[config.mk]
export PLATFORM = sky130hd
export DESIGN_NAME = pctl_decoder
export DESIGN_NICKNAME = d
export VERILOG_FILES = /design/src/verilog/pctl_pkg.sv /design/src/verilog/cr_field_merge.sv /design/src/verilog/pctl_decoder.sv
export VERILOG_INCLUDE_DIRS = /design/src /design/src/verilog
export SDC_FILE = /design/constraint.sdc
export NUM_CORES = 1
export LEC_CHECK = 0
export ABC_AREA = 1
export BUFFER_PORTS_ARGS = -buffer_cell sky130_fd_sc_hd__buf_2
export CAP_MARGIN = 20
export CORE_MARGIN = 5
export CORE_UTILIZATION = 57
export CTS_CLUSTER_DIAMETER = 40
export CTS_CLUSTER_SIZE = 25
export DETAILED_ROUTE_END_ITERATION = 10
export PLACE_DENSITY = 0.81
export SKIP_LAST_GASP = 1
export SYNTH_ARGS = -nofsm -noshare
export SYNTH_HDL_FRONTEND = slang
export SYNTH_SLANG_ARGS = --single-unit
[constraint.sdc]
create_clock -name CLK_SYS -period 3 [get_ports CLK_SYS]
set_clock_uncertainty 0.1 [all_clocks]
set_input_delay 0 -clock CLK_SYS [delete_from_list [all_inputs] [get_ports CLK_SYS]]
set_output_delay 0 -clock CLK_SYS [all_outputs]
set_load 0.03 [all_outputs]
[src/verilog/pctl_cfg.svh]
// Purpose: constants for the processor control and move-register decoder
// Assumes: big-endian instruction bit numbers mapped to [31:0], bit 0 = MSB
// Notes:   offsets, register numbers, reset values and timing counts
`ifndef PCTL_CFG_SVH
`define PCTL_CFG_SVH

////////////////////////////////////////////////////////////////////////////
// Primary and extended opcodes
`define OPC_SYSCALL      6'h11
`define OPC_EXTENDED     6'h1F
`define XO_MTCRF         10'h090
`define XO_MCRXR         10'h200
`define XO_MFCR          10'h013
`define XO_MTSPR         10'h1D3
`define XO_MFSPR         10'h153
`define XO_MFTB          10'h173
`define XO_MFMSR         10'h053
`define XO_MTMSR         10'h092

////////////////////////////////////////////////////////////////////////////
// Exception vector offsets
`define VEC_SYSCALL      32'h0000_0C00
`define VEC_PROGRAM      32'h0000_0700

////////////////////////////////////////////////////////////////////////////
// Special-purpose register numbers (10-bit, after half swap)
`define SPR_FXER         10'h001
`define SPR_LINK         10'h008
`define SPR_COUNT        10'h009
`define SPR_TB_RD_LO     10'h10C
`define SPR_TB_RD_HI     10'h10D
`define SPR_TB_WR_LO     10'h11C
`define SPR_TB_WR_HI     10'h11D
`define SPR_VERSION      10'h11F
`define SPR_UPERF_FIRST  10'h3A8
`define SPR_UPERF_LAST   10'h3AE
`define SPR_HWCFG_A      10'h3F0
`define SPR_HWCFG_B      10'h3F1
`define SPR_L2CTRL       10'h3F9
// Supervisor read/write numbers: ranges as first and last, plus single numbers
`define SPR_SV_A_FIRST   10'h012
`define SPR_SV_A_LAST    10'h013
`define SPR_SV_DEC       10'h016
`define SPR_SV_B_FIRST   10'h019
`define SPR_SV_B_LAST    10'h01B
`define SPR_SV_C_FIRST   10'h110
`define SPR_SV_C_LAST    10'h113
`define SPR_SV_EXTADDR   10'h11A
`define SPR_SV_D_FIRST   10'h210
`define SPR_SV_D_LAST    10'h21F
`define SPR_SV_E_FIRST   10'h3B8
`define SPR_SV_E_LAST    10'h3BE
`define SPR_SV_F_FIRST   10'h3F2
`define SPR_SV_DBREAK    10'h3F5
`define SPR_SV_G_FIRST   10'h3FB
`define SPR_SV_G_LAST    10'h3FE

////////////////////////////////////////////////////////////////////////////
// Reset values
`define CR_RESET         32'h0000_0000
`define FXER_RESET       32'h0000_0000
`define LINK_RESET       32'h0000_0000
`define COUNT_RESET      32'h0000_0000
`define MSR_RESET        32'h0000_0000
`define TB_RESET         64'h0000_0000_0000_0000

////////////////////////////////////////////////////////////////////////////
// Timing: time base tick period and the clock
`define CLK_PERIOD_NS    20
`define TB_PERIOD_NS     80
`define TB_DIV           (`TB_PERIOD_NS / `CLK_PERIOD_NS)
`define TB_DIV_W         4

`endif

[src/verilog/pctl_pkg.sv]
// Purpose: types shared by the processor control decoder and its users
// Assumes: nothing beyond standard SystemVerilog
// Notes:   constants live in pctl_cfg.svh
`default_nettype none
package pctl_pkg;

    ////////////////////////////////////////////////////////////////////////
    // Decoded operation
    typedef enum logic [3:0] {
        OP_NONE, OP_SYSCALL, OP_MTCRF, OP_MCRXR, OP_MFCR,
        OP_MTSPR, OP_MFSPR, OP_MFTB, OP_MFMSR, OP_MTMSR, OP_ILLEGAL
    } op_e;

    // Sequencer state
    typedef enum logic [0:0] {ST_IDLE, ST_EXT_READ} state_e;

    // Exception cause
    typedef enum logic [1:0] {
        EXC_NONE, EXC_SYSCALL, EXC_PRIVILEGED, EXC_ILLEGAL
    } exc_cause_e;

    ////////////////////////////////////////////////////////////////////////
    // Access class of one register number
    typedef struct packed {
        logic known;
        logic rd_user;
        logic wr_user;
        logic rd_sup;
        logic wr_sup;
    } spr_access_s;

    // General register write-back
    typedef struct packed {
        logic        we;
        logic [4:0]  addr;
        logic [31:0] data;
    } gpr_wr_s;

    // Request to an outside special-purpose register
    typedef struct packed {
        logic        rd;
        logic        wr;
        logic [9:0]  num;
        logic [31:0] wdata;
    } spr_req_s;

    // Exception report
    typedef struct packed {
        logic        valid;
        exc_cause_e  cause;
        logic [31:0] vector;
    } exc_s;

endpackage
`default_nettype wire

[src/verilog/cr_field_merge.sv]
// Purpose: merge one 4-bit condition register field under a select bit
// Assumes: purely combinational, used once per field
// Notes:   identical path for any select, so the latency never varies
`timescale 1ns/1ps
`default_nettype none
module cr_field_merge (
    // Field values
    input  wire logic [3:0] old_field,
    input  wire logic [3:0] new_field,
    // Select
    input  wire logic       sel,
    // Result
    output logic      [3:0] merged
);
    // Take new nibble when selected
    assign merged = sel ? new_field : old_field;
endmodule
`default_nettype wire

[src/verilog/pctl_decoder.sv]
// Purpose: decode and execute system call, condition register moves and
//          special-purpose register moves
// Assumes: INSTR arrives with its source general register value in RS_DATA
// Notes:   outside registers are read through SPR_REQ and SPR_RDATA
`timescale 1ns/1ps
`default_nettype none
`include "pctl_cfg.svh"
module pctl_decoder (
    // Clock and reset
    input  wire logic              CLK_SYS,
    input  wire logic              RST_N,
    // Instruction in
    input  wire logic              INSTR_VALID,
    input  wire logic [31:0]       INSTR,
    input  wire logic [31:0]       RS_DATA,
    input  wire logic              SUPERVISOR,
    output logic                   READY,
    // Outside registers
    output pctl_pkg::spr_req_s     SPR_REQ,
    input  wire logic [31:0]       SPR_RDATA,
    // Results
    output pctl_pkg::gpr_wr_s      GPR_WR,
    output pctl_pkg::exc_s         EXC,
    output logic [31:0]            CR_VALUE,
    output logic [31:0]            MSR_VALUE
);
    import pctl_pkg::*;

    ////////////////////////////////////////////////////////////////////////
    // Access class of a register number
    function automatic spr_access_s classify(input logic [9:0] n);
        spr_access_s a;
        a = '0;
        if (n == `SPR_FXER || n == `SPR_LINK || n == `SPR_COUNT) begin
            a = 5'b1_1111;
        end else if (n == `SPR_TB_RD_LO || n == `SPR_TB_RD_HI) begin
            a = 5'b1_1010;
        end else if (n == `SPR_TB_WR_LO || n == `SPR_TB_WR_HI) begin
            a = 5'b1_0001;
        end else if (n >= `SPR_UPERF_FIRST && n <= `SPR_UPERF_LAST) begin
            a = 5'b1_1010;
        end else if (n == `SPR_VERSION) begin
            a = 5'b1_0010;
        end else if (n == `SPR_HWCFG_A || n == `SPR_HWCFG_B
                     || n == `SPR_L2CTRL) begin
            a = 5'b1_0011;
        end else if ((n >= `SPR_SV_A_FIRST && n <= `SPR_SV_A_LAST)
                     || n == `SPR_SV_DEC || n == `SPR_SV_EXTADDR
                     || (n >= `SPR_SV_B_FIRST && n <= `SPR_SV_B_LAST)
                     || (n >= `SPR_SV_C_FIRST && n <= `SPR_SV_C_LAST)
                     || (n >= `SPR_SV_D_FIRST && n <= `SPR_SV_D_LAST)
                     || (n >= `SPR_SV_E_FIRST && n <= `SPR_SV_E_LAST)
                     || n == `SPR_SV_F_FIRST || n == `SPR_SV_DBREAK
                     || (n >= `SPR_SV_G_FIRST && n <= `SPR_SV_G_LAST)) begin
            a = 5'b1_0011;
        end
        return a;
    endfunction

    ////////////////////////////////////////////////////////////////////////
    // State
    state_e      state;
    logic [31:0] cr;
    logic [31:0] fxer;
    logic [31:0] link;
    logic [31:0] count;
    logic [31:0] machine_state_register;
    logic [63:0] tb;
    logic [`TB_DIV_W-1:0] tb_div;
    logic [4:0]  pend_rd;
    logic        ready;
    spr_req_s    spr_req;
    gpr_wr_s     gpr_wr;
    exc_s        exc;

    state_e      next_state;
    logic [31:0] next_cr;
    logic [31:0] next_fxer;
    logic [31:0] next_link;
    logic [31:0] next_count;
    logic [31:0] next_msr;
    logic [63:0] next_tb;
    logic [`TB_DIV_W-1:0] next_tb_div;
    logic [4:0]  next_pend_rd;
    logic        next_ready;
    spr_req_s    next_spr_req;
    gpr_wr_s     next_gpr_wr;
    exc_s        next_exc;

    ////////////////////////////////////////////////////////////////////////
    // Field extraction
    op_e         op;
    logic [9:0]  spr_num;
    logic [4:0]  rd_rs;
    logic [2:0]  crf;
    logic [7:0]  field_select_mask;
    logic [31:0] crm_merged;
    spr_access_s acc;
    logic        take;

    assign spr_num = {INSTR[15:11], INSTR[20:16]};
    assign rd_rs   = INSTR[25:21];
    assign crf     = INSTR[25:23];
    assign field_select_mask     = INSTR[19:12];
    assign acc     = classify(spr_num);
    assign take    = INSTR_VALID && ready;

    // Opcode decode
    always_comb begin
        op = OP_ILLEGAL;
        if (INSTR[31:26] == `OPC_SYSCALL && INSTR[1]) begin
            op = OP_SYSCALL;
        end else if (INSTR[31:26] == `OPC_EXTENDED) begin
            unique case (INSTR[10:1])
                `XO_MTCRF: op = OP_MTCRF;
                `XO_MCRXR: op = OP_MCRXR;
                `XO_MFCR:  op = OP_MFCR;
                `XO_MTSPR: op = OP_MTSPR;
                `XO_MFSPR: op = OP_MFSPR;
                `XO_MFTB:  op = OP_MFTB;
                `XO_MFMSR: op = OP_MFMSR;
                `XO_MTMSR: op = OP_MTMSR;
                default:   op = OP_ILLEGAL;
            endcase
        end
    end

    ////////////////////////////////////////////////////////////////////////
    // Per-field merge for the masked condition register move
    genvar gi;
    generate
        for (gi = 0; gi < 8; gi++) begin : g_field
            cr_field_merge u_merge (
                .old_field (cr[31-4*gi -: 4]),
                .new_field (RS_DATA[31-4*gi -: 4]),
                .sel       (field_select_mask[7-gi]),
                .merged    (crm_merged[31-4*gi -: 4])
            );
        end
    endgenerate

    ////////////////////////////////////////////////////////////////////////
    // Next-state computation
    always_comb begin
        next_state   = state;
        next_cr      = cr;
        next_fxer    = fxer;
        next_link    = link;
        next_count   = count;
        next_msr     = machine_state_register;
        next_tb      = tb;
        next_tb_div  = tb_div;
        next_pend_rd = pend_rd;
        next_spr_req = '0;
        next_spr_req.num = spr_req.num;
        next_gpr_wr  = '0;
        next_gpr_wr.addr = gpr_wr.addr;
        next_gpr_wr.data = gpr_wr.data;
        next_exc     = '0;
        next_exc.cause  = EXC_NONE;

        // Time base tick from the divider enable
        if (tb_div == `TB_DIV_W'(`TB_DIV - 1)) begin
            next_tb_div = '0;
            next_tb     = tb + 64'h1;
        end else begin
            next_tb_div = tb_div + `TB_DIV_W'(1);
        end

        unique case (state)
            ST_IDLE: begin
                if (take) begin
                    unique case (op)
                        OP_SYSCALL: begin
                            next_exc.valid  = 1'b1;
                            next_exc.cause  = EXC_SYSCALL;
                            next_exc.vector = `VEC_SYSCALL;
                        end
                        OP_MTCRF: begin
                            next_cr = crm_merged;
                        end
                        OP_MCRXR: begin
                            next_cr[31-4*crf -: 4] = fxer[31:28];
                            next_fxer[31:28] = 4'h0;
                        end
                        OP_MFCR: begin
                            next_gpr_wr.we   = 1'b1;
                            next_gpr_wr.addr = rd_rs;
                            next_gpr_wr.data = cr;
                        end
                        OP_MFMSR, OP_MTMSR: begin
                            if (!SUPERVISOR) begin
                                next_exc.valid  = 1'b1;
                                next_exc.cause  = EXC_PRIVILEGED;
                                next_exc.vector = `VEC_PROGRAM;
                            end else if (op == OP_MTMSR) begin
                                next_msr = RS_DATA;
                            end else begin
                                next_gpr_wr.we   = 1'b1;
                                next_gpr_wr.addr = rd_rs;
                                next_gpr_wr.data = machine_state_register;
                            end
                        end
                        OP_MTSPR: begin
                            if (!acc.known || (SUPERVISOR && !acc.wr_sup))
                            begin
                                next_exc.valid  = 1'b1;
                                next_exc.cause  = EXC_ILLEGAL;
                                next_exc.vector = `VEC_PROGRAM;
                            end else if (!SUPERVISOR && !acc.wr_user) begin
                                next_exc.valid  = 1'b1;
                                next_exc.cause  = EXC_PRIVILEGED;
                                next_exc.vector = `VEC_PROGRAM;
                            end else begin
                                unique case (spr_num)
                                    `SPR_FXER:     next_fxer  = RS_DATA;
                                    `SPR_LINK:     next_link  = RS_DATA;
                                    `SPR_COUNT:    next_count = RS_DATA;
                                    `SPR_TB_WR_LO:
                                        next_tb[31:0] = RS_DATA;
                                    `SPR_TB_WR_HI:
                                        next_tb[63:32] = RS_DATA;
                                    default: begin
                                        next_spr_req.wr    = 1'b1;
                                        next_spr_req.num   = spr_num;
                                        next_spr_req.wdata = RS_DATA;
                                    end
                                endcase
                            end
                        end
                        OP_MFSPR, OP_MFTB: begin
                            if (!acc.known || (SUPERVISOR && !acc.rd_sup)
                                || (op == OP_MFTB
                                    && spr_num != `SPR_TB_RD_LO
                                    && spr_num != `SPR_TB_RD_HI)) begin
                                next_exc.valid  = 1'b1;
                                next_exc.cause  = EXC_ILLEGAL;
                                next_exc.vector = `VEC_PROGRAM;
                            end else if (!SUPERVISOR && !acc.rd_user) begin
                                next_exc.valid  = 1'b1;
                                next_exc.cause  = EXC_PRIVILEGED;
                                next_exc.vector = `VEC_PROGRAM;
                            end else begin
                                next_gpr_wr.addr = rd_rs;
                                unique case (spr_num)
                                    `SPR_FXER: begin
                                        next_gpr_wr.we   = 1'b1;
                                        next_gpr_wr.data = fxer;
                                    end
                                    `SPR_LINK: begin
                                        next_gpr_wr.we   = 1'b1;
                                        next_gpr_wr.data = link;
                                    end
                                    `SPR_COUNT: begin
                                        next_gpr_wr.we   = 1'b1;
                                        next_gpr_wr.data = count;
                                    end
                                    `SPR_TB_RD_LO: begin
                                        next_gpr_wr.we   = 1'b1;
                                        next_gpr_wr.data = tb[31:0];
                                    end
                                    `SPR_TB_RD_HI: begin
                                        next_gpr_wr.we   = 1'b1;
                                        next_gpr_wr.data = tb[63:32];
                                    end
                                    default: begin
                                        next_spr_req.rd  = 1'b1;
                                        next_spr_req.num = spr_num;
                                        next_pend_rd     = rd_rs;
                                        next_state       = ST_EXT_READ;
                                    end
                                endcase
                            end
                        end
                        OP_ILLEGAL: begin
                            next_exc.valid  = 1'b1;
                            next_exc.cause  = EXC_ILLEGAL;
                            next_exc.vector = `VEC_PROGRAM;
                        end
                        default: ;
                    endcase
                end
            end
            ST_EXT_READ: begin
                // Outside register answers during the request cycle
                next_gpr_wr.we   = 1'b1;
                next_gpr_wr.addr = pend_rd;
                next_gpr_wr.data = SPR_RDATA;
                next_state       = ST_IDLE;
            end
        endcase
        next_ready = (next_state == ST_IDLE);
    end

    ////////////////////////////////////////////////////////////////////////
    // Registers
    always_ff @(posedge CLK_SYS) begin
        if (!RST_N) begin
            state   <= ST_IDLE;
            cr      <= `CR_RESET;
            fxer    <= `FXER_RESET;
            link    <= `LINK_RESET;
            count   <= `COUNT_RESET;
            machine_state_register     <= `MSR_RESET;
            tb      <= `TB_RESET;
            tb_div  <= '0;
            pend_rd <= '0;
            ready   <= 1'b0;
            spr_req <= '0;
            gpr_wr  <= '0;
            exc     <= '0;
        end else begin
            state   <= next_state;
            cr      <= next_cr;
            fxer    <= next_fxer;
            link    <= next_link;
            count   <= next_count;
            machine_state_register     <= next_msr;
            tb      <= next_tb;
            tb_div  <= next_tb_div;
            pend_rd <= next_pend_rd;
            ready   <= next_ready;
            spr_req <= next_spr_req;
            gpr_wr  <= next_gpr_wr;
            exc     <= next_exc;
        end
    end

    // Outputs straight from flip-flops
    assign READY     = ready;
    assign SPR_REQ   = spr_req;
    assign GPR_WR    = gpr_wr;
    assign EXC       = exc;
    assign CR_VALUE  = cr;
    assign MSR_VALUE = machine_state_register;

endmodule
`default_nettype wire

==> summary.md <==
| Metric | Value |
|---|---|
| Number of enable flip-flop cells after synthesis | 0 |
| Master cell of the clock root buffer | sky130_fd_sc_hd__clkbuf_16 |
| Clock period minus worst slack | between 2 and 3 ns |
| Number of buffers created by CTS | 42 |
| Largest vdd supply drop | 0.488 mV |
| Max H-tree Level | 2 |
| Proportion of power drawn by combinational gates | slightly above 6% |
| Post-route insts no fill | 3127 |
| Worst-path clk slew | 0.06 ns |
| DR vias/cell | ~5.8 |
| Most common library cell in the layout ignoring fill and taps | sky130_fd_sc_hd__nand2_1 |
| Placeable core region | between 20000 and 30000 um2 |
| Sw power | 0.00254 W |
| #FFs+latches synth | ~320 |
| Post-Synthesis Cells | 2376 |
| Status | finished clean |
| Instance count after placement with tap cells included | 2946 |
| Top Usage Layer GRT | met2 |
| DP Wirelength | 44300 um |
| Cell Pwr Density | 486 nW/um2 |
| Internal Dissipation | 0.00742 W |
| Number of clock sinks seen by CTS | 321 |
| Required time reported for the critical path endpoint | 3.31 ns |
| Aggregate global-route resource usage | roughly 36% |
| Adder-cell share of the synthesized area | less than 1% |
| Die boundary height | approximately 180 um |
| Worst-case clock buffer depth | 3 |
| Final-layout setup total negative slack | 0 ns |
| Area Overhead vs Synth | 25.1% |
| Sequential Power Share | 43.0% |
| Ant diodes | 0 |
| R2r startpoint | READY |
| DRT Pass-1 Iters | 7 |
| Mux share of post-synthesis cell area | 0% |
| Crit path launch type | input port |
| Routed wire length | roughly 62000 um |
| R2R Setup Slk | 0.24 ns |
| Dominant combinational cell family by area after synthesis | simple AND/OR/NAND/NOR gates |
| Grt met3 use | between 7 and 8% |
| DR WL/cell | 20.0 um |
| Worst setup endpoint | tb[62] |
| Number of violations of the max-capacitance limit | 0 |
| Number of failing setup endpoints in the final timing report | 0 |
| Share of async-settable or async-resettable flops after synthesis | 0% |
| Vias post-DR | 18300 |
| Residual antenna-violating net count after detailed routing | 0 |
| Synthesized-area fraction occupied by and/or/nand/nor cells | between 20% and 30% |
| Clock share of power | 50.8% |
| Global-route wire length before repair | around 95000 um |
| Drc violations | 0 |
| Setup repair after global routing missed its margin | yes |
| Met2 routing resource usage after global routing | 60.3% |
| Worst Path Max Fanout | 11 |
| Leading cell types in the layout, fill and taps excluded | 424 x sky130_fd_sc_hd__nand2_1, 321 x sky130_fd_sc_hd__dfxtp_1, 276 x sky130_fd_sc_hd__nor2_1 |
| Routability cong. | 1.00 |
| Switching Fraction | 25.5% |
| Per-instance average area after synthesis | roughly 7 um2 |
| Critical path arrival | 3.18 ns |
| Number of pins with negative max-slew slack in the final report | 0 |
| Hold Vio Cnt, Final | 0 |
| I/O Buffers | 252 |
| Static power due to leakage | between 8 and 9 nW |
| Met1 demand-to-capacity share in global routing | 45.2% |
| I/O pins | 282 |
| Maximum number of pins on one net before global-route repair | 217 |
| Share of the synthesized area in compound gates (AO/OA/AOI/OAI) | 21.4% |
| Nets | between 2000 and 3000 |
| Horizontal die dimension | 180 um |
| Relative slew slack | 39.6% |
| Post-Syn Area | 16400 um2 |
| Overflow after GRT | 0 |
| Worst min-delay path category | input port to register |
| Category of the critical setup timing path | input port to register |
| Source-to-sink clock delay at the later pin of the worst-skew pair | 0.56 ns |
| Antenna violations before repair | 0 |
| Share of layout cells above drive strength 1 | 17.5% |
| Endpoint of the lowest-slack register-to-register path | tb[62] |
| Initial cell density of the core | between 50% and 60% |
| Primary FF master, synth | sky130_fd_sc_hd__dfxtp_1 |
| Highest achievable clock rate | 349 MHz |
| Tcrit/Tclk final | 95.5% |
| Starting DRC count in detailed routing | approximately 2200 |
| Critical Path Sink Type | register |
| Portion of the post-synthesis area used by sequential elements | about two fifths |
| Synth Warn # | 0 |
| Total number of placement rows | 62 |
| Slew at the pin closest to its max-slew limit | approximately 0.91 ns |
| Die area | 32200 um2 |
| Vias in the first global route | about 17000 |
| Origin of the worst setup path | INSTR[19] |
| Synthesized-area fraction occupied by xor and xnor cells | 3.21% |
| CTS tree | done |
| Number of different library cells in the post-synthesis netlist | 53 |
| Number of cells on the worst reg-to-reg path | 11 |
-- stage by stage --
stage / setup slack, ns / power (W) / hold WS [ns] / util (%) / instance area (um2)
2_1_floorplan: 0.580 / 0.00468 / 0.0102 / - / 16500
3_3_place_gp: 0.295 / 0.00487 / 0.122 / 63.0 / 18000
3_5_place_dp: 0.219 / 0.00487 / 0.131 / 63.0 / 18000
4_1_cts: 0.0108 / 0.00994 / 0.0602 / 71.2 / 20300
5_1_grt: -0.0436 / 0.0102 / 0.109 / 71.8 / 20500
6_report: 0.134 / 0.00996 / 0.0850 / 71.8 / 20500
-- final cells by class --
class,instances,area (um2)
clock buffers,49,1130
clock inverters,28,292
fillers,2387,8040
inverters,225,860
multi-input cells,1705,8500
flip-flops and latches,321,6430
well taps,384,480
repair buffers,415,2810
-- power groups by stage --
stage / clock, W / sequential [W] / combinational, W
detailed placement: 0 / 0.00437 / 0.000499
floorplan: 0 / 0.00438 / 0.000307
global route: 0.00528 / 0.00428 / 0.000656
finish: 0.00505 / 0.00428 / 0.000622
global placement: 0 / 0.00437 / 0.000495
CTS: 0.00507 / 0.00428 / 0.000592
-- Yosys cell counts (3+ instances only) --
cell	instances	area share, %
sky130_fd_sc_hd__a211oi_1	5	0.23
sky130_fd_sc_hd__a21oi_1	269	8.2
sky130_fd_sc_hd__a221oi_1	24	1.3
sky130_fd_sc_hd__a22oi_1	32	1.5
sky130_fd_sc_hd__and2_1	3	0.11
sky130_fd_sc_hd__buf_1	4	0.092
sky130_fd_sc_hd__buf_2	27	0.82
sky130_fd_sc_hd__buf_4	48	2.2
sky130_fd_sc_hd__clkbuf_1	72	1.6
sky130_fd_sc_hd__dfxtp_1	321	39
sky130_fd_sc_hd__inv_1	203	4.6
sky130_fd_sc_hd__inv_2	22	0.50
sky130_fd_sc_hd__nand2_1	427	9.8
sky130_fd_sc_hd__nand2_2	8	0.31
sky130_fd_sc_hd__nand3_1	108	3.3
sky130_fd_sc_hd__nand4_1	46	1.8
sky130_fd_sc_hd__nor2_1	285	6.5
sky130_fd_sc_hd__nor2_2	11	0.42
sky130_fd_sc_hd__nor2_4	8	0.55
sky130_fd_sc_hd__nor2_8	3	0.37
sky130_fd_sc_hd__nor3_1	43	1.3
sky130_fd_sc_hd__nor4_1	10	0.38
sky130_fd_sc_hd__o211ai_1	8	0.37
sky130_fd_sc_hd__o21ai_0	146	4.5
sky130_fd_sc_hd__o21ai_1	136	4.2
sky130_fd_sc_hd__o22ai_1	7	0.27
sky130_fd_sc_hd__o31ai_1	8	0.37
sky130_fd_sc_hd__xnor2_1	8	0.43
sky130_fd_sc_hd__xor2_1	52	2.8
-- worst min-delay path by stage --
| stage | from | endpoint | slack (ns) | cells after the start |
|---|---|---|---|---|
| 6_report | INSTR[31] | EXC[32] | 0.08 | 8 |
| 5_1_grt | SUPERVISOR | EXC[9] | 0.11 | 6 |
| 4_1_cts | INSTR[17] | CR_VALUE[20] | 0.06 | 6 |
| 3_5_place_dp | INSTR[22] | pend_rd[1] | 0.13 | 3 |
| 3_3_place_gp | INSTR[22] | pend_rd[1] | 0.12 | 3 |
| 2_1_floorplan | INSTR[21] | pend_rd[0] | 0.01 | 2 |
-- what timing repair did --
item,in CTS,in global routing
hold endpoints to repair,306,0
setup endpoints to repair,0,16
setup buffers,0,11
resized for setup,0,30
hold buffers,93,0
-- cells by family after synthesis --
kind of cell	after synthesis
and+or+nand+nor	970
AOI/OAI and AO/OA	645
buffers and inverters	377
DFF	321
xor gates and xnor gates	60
adders and majority gates	2
other	1
-- metal layers --
metal	vias up	part of all wire [%]
li1	8539	-
met1	8482	38
met2	1039	47
met3	205	9.4
met4	0	5.2
met5	-	0
-- worst max-delay path, cell delays in order --
cell	delay, ns
sky130_fd_sc_hd__dlygate4sd3_1	0.53
sky130_fd_sc_hd__buf_2	0.18
sky130_fd_sc_hd__nand2_2	0.14
sky130_fd_sc_hd__nor2_4	0.18
sky130_fd_sc_hd__nand2_1	0.11
sky130_fd_sc_hd__nor2_2	0.15
sky130_fd_sc_hd__inv_2	0.07
sky130_fd_sc_hd__nand2_2	0.09
sky130_fd_sc_hd__inv_1	0.05
sky130_fd_sc_hd__nand4_1	0.13
sky130_fd_sc_hd__nand2_4	0.10
sky130_fd_sc_hd__nor2_8	0.16
sky130_fd_sc_hd__nand2_8	0.10
sky130_fd_sc_hd__nor2_4	0.19
sky130_fd_sc_hd__inv_6	0.09
sky130_fd_sc_hd__buf_4	0.16
sky130_fd_sc_hd__o21ai_1	0.13
sky130_fd_sc_hd__dlygate4sd3_1	0.57
sky130_fd_sc_hd__a21oi_1	0.04
-- registers in the layout, summed over array words and instances (netlist names) --
name / count
count: 32
SPR_REQ: 44
fxer: 32
pend_rd: 5
GPR_WR: 38
link: 32
MSR_VALUE: 32
CR_VALUE: 32
EXC: 4
tb: 64
tb_div: 4
state: 1
READY: 1
No activity file was read; power rests on OpenSTA's default activity.
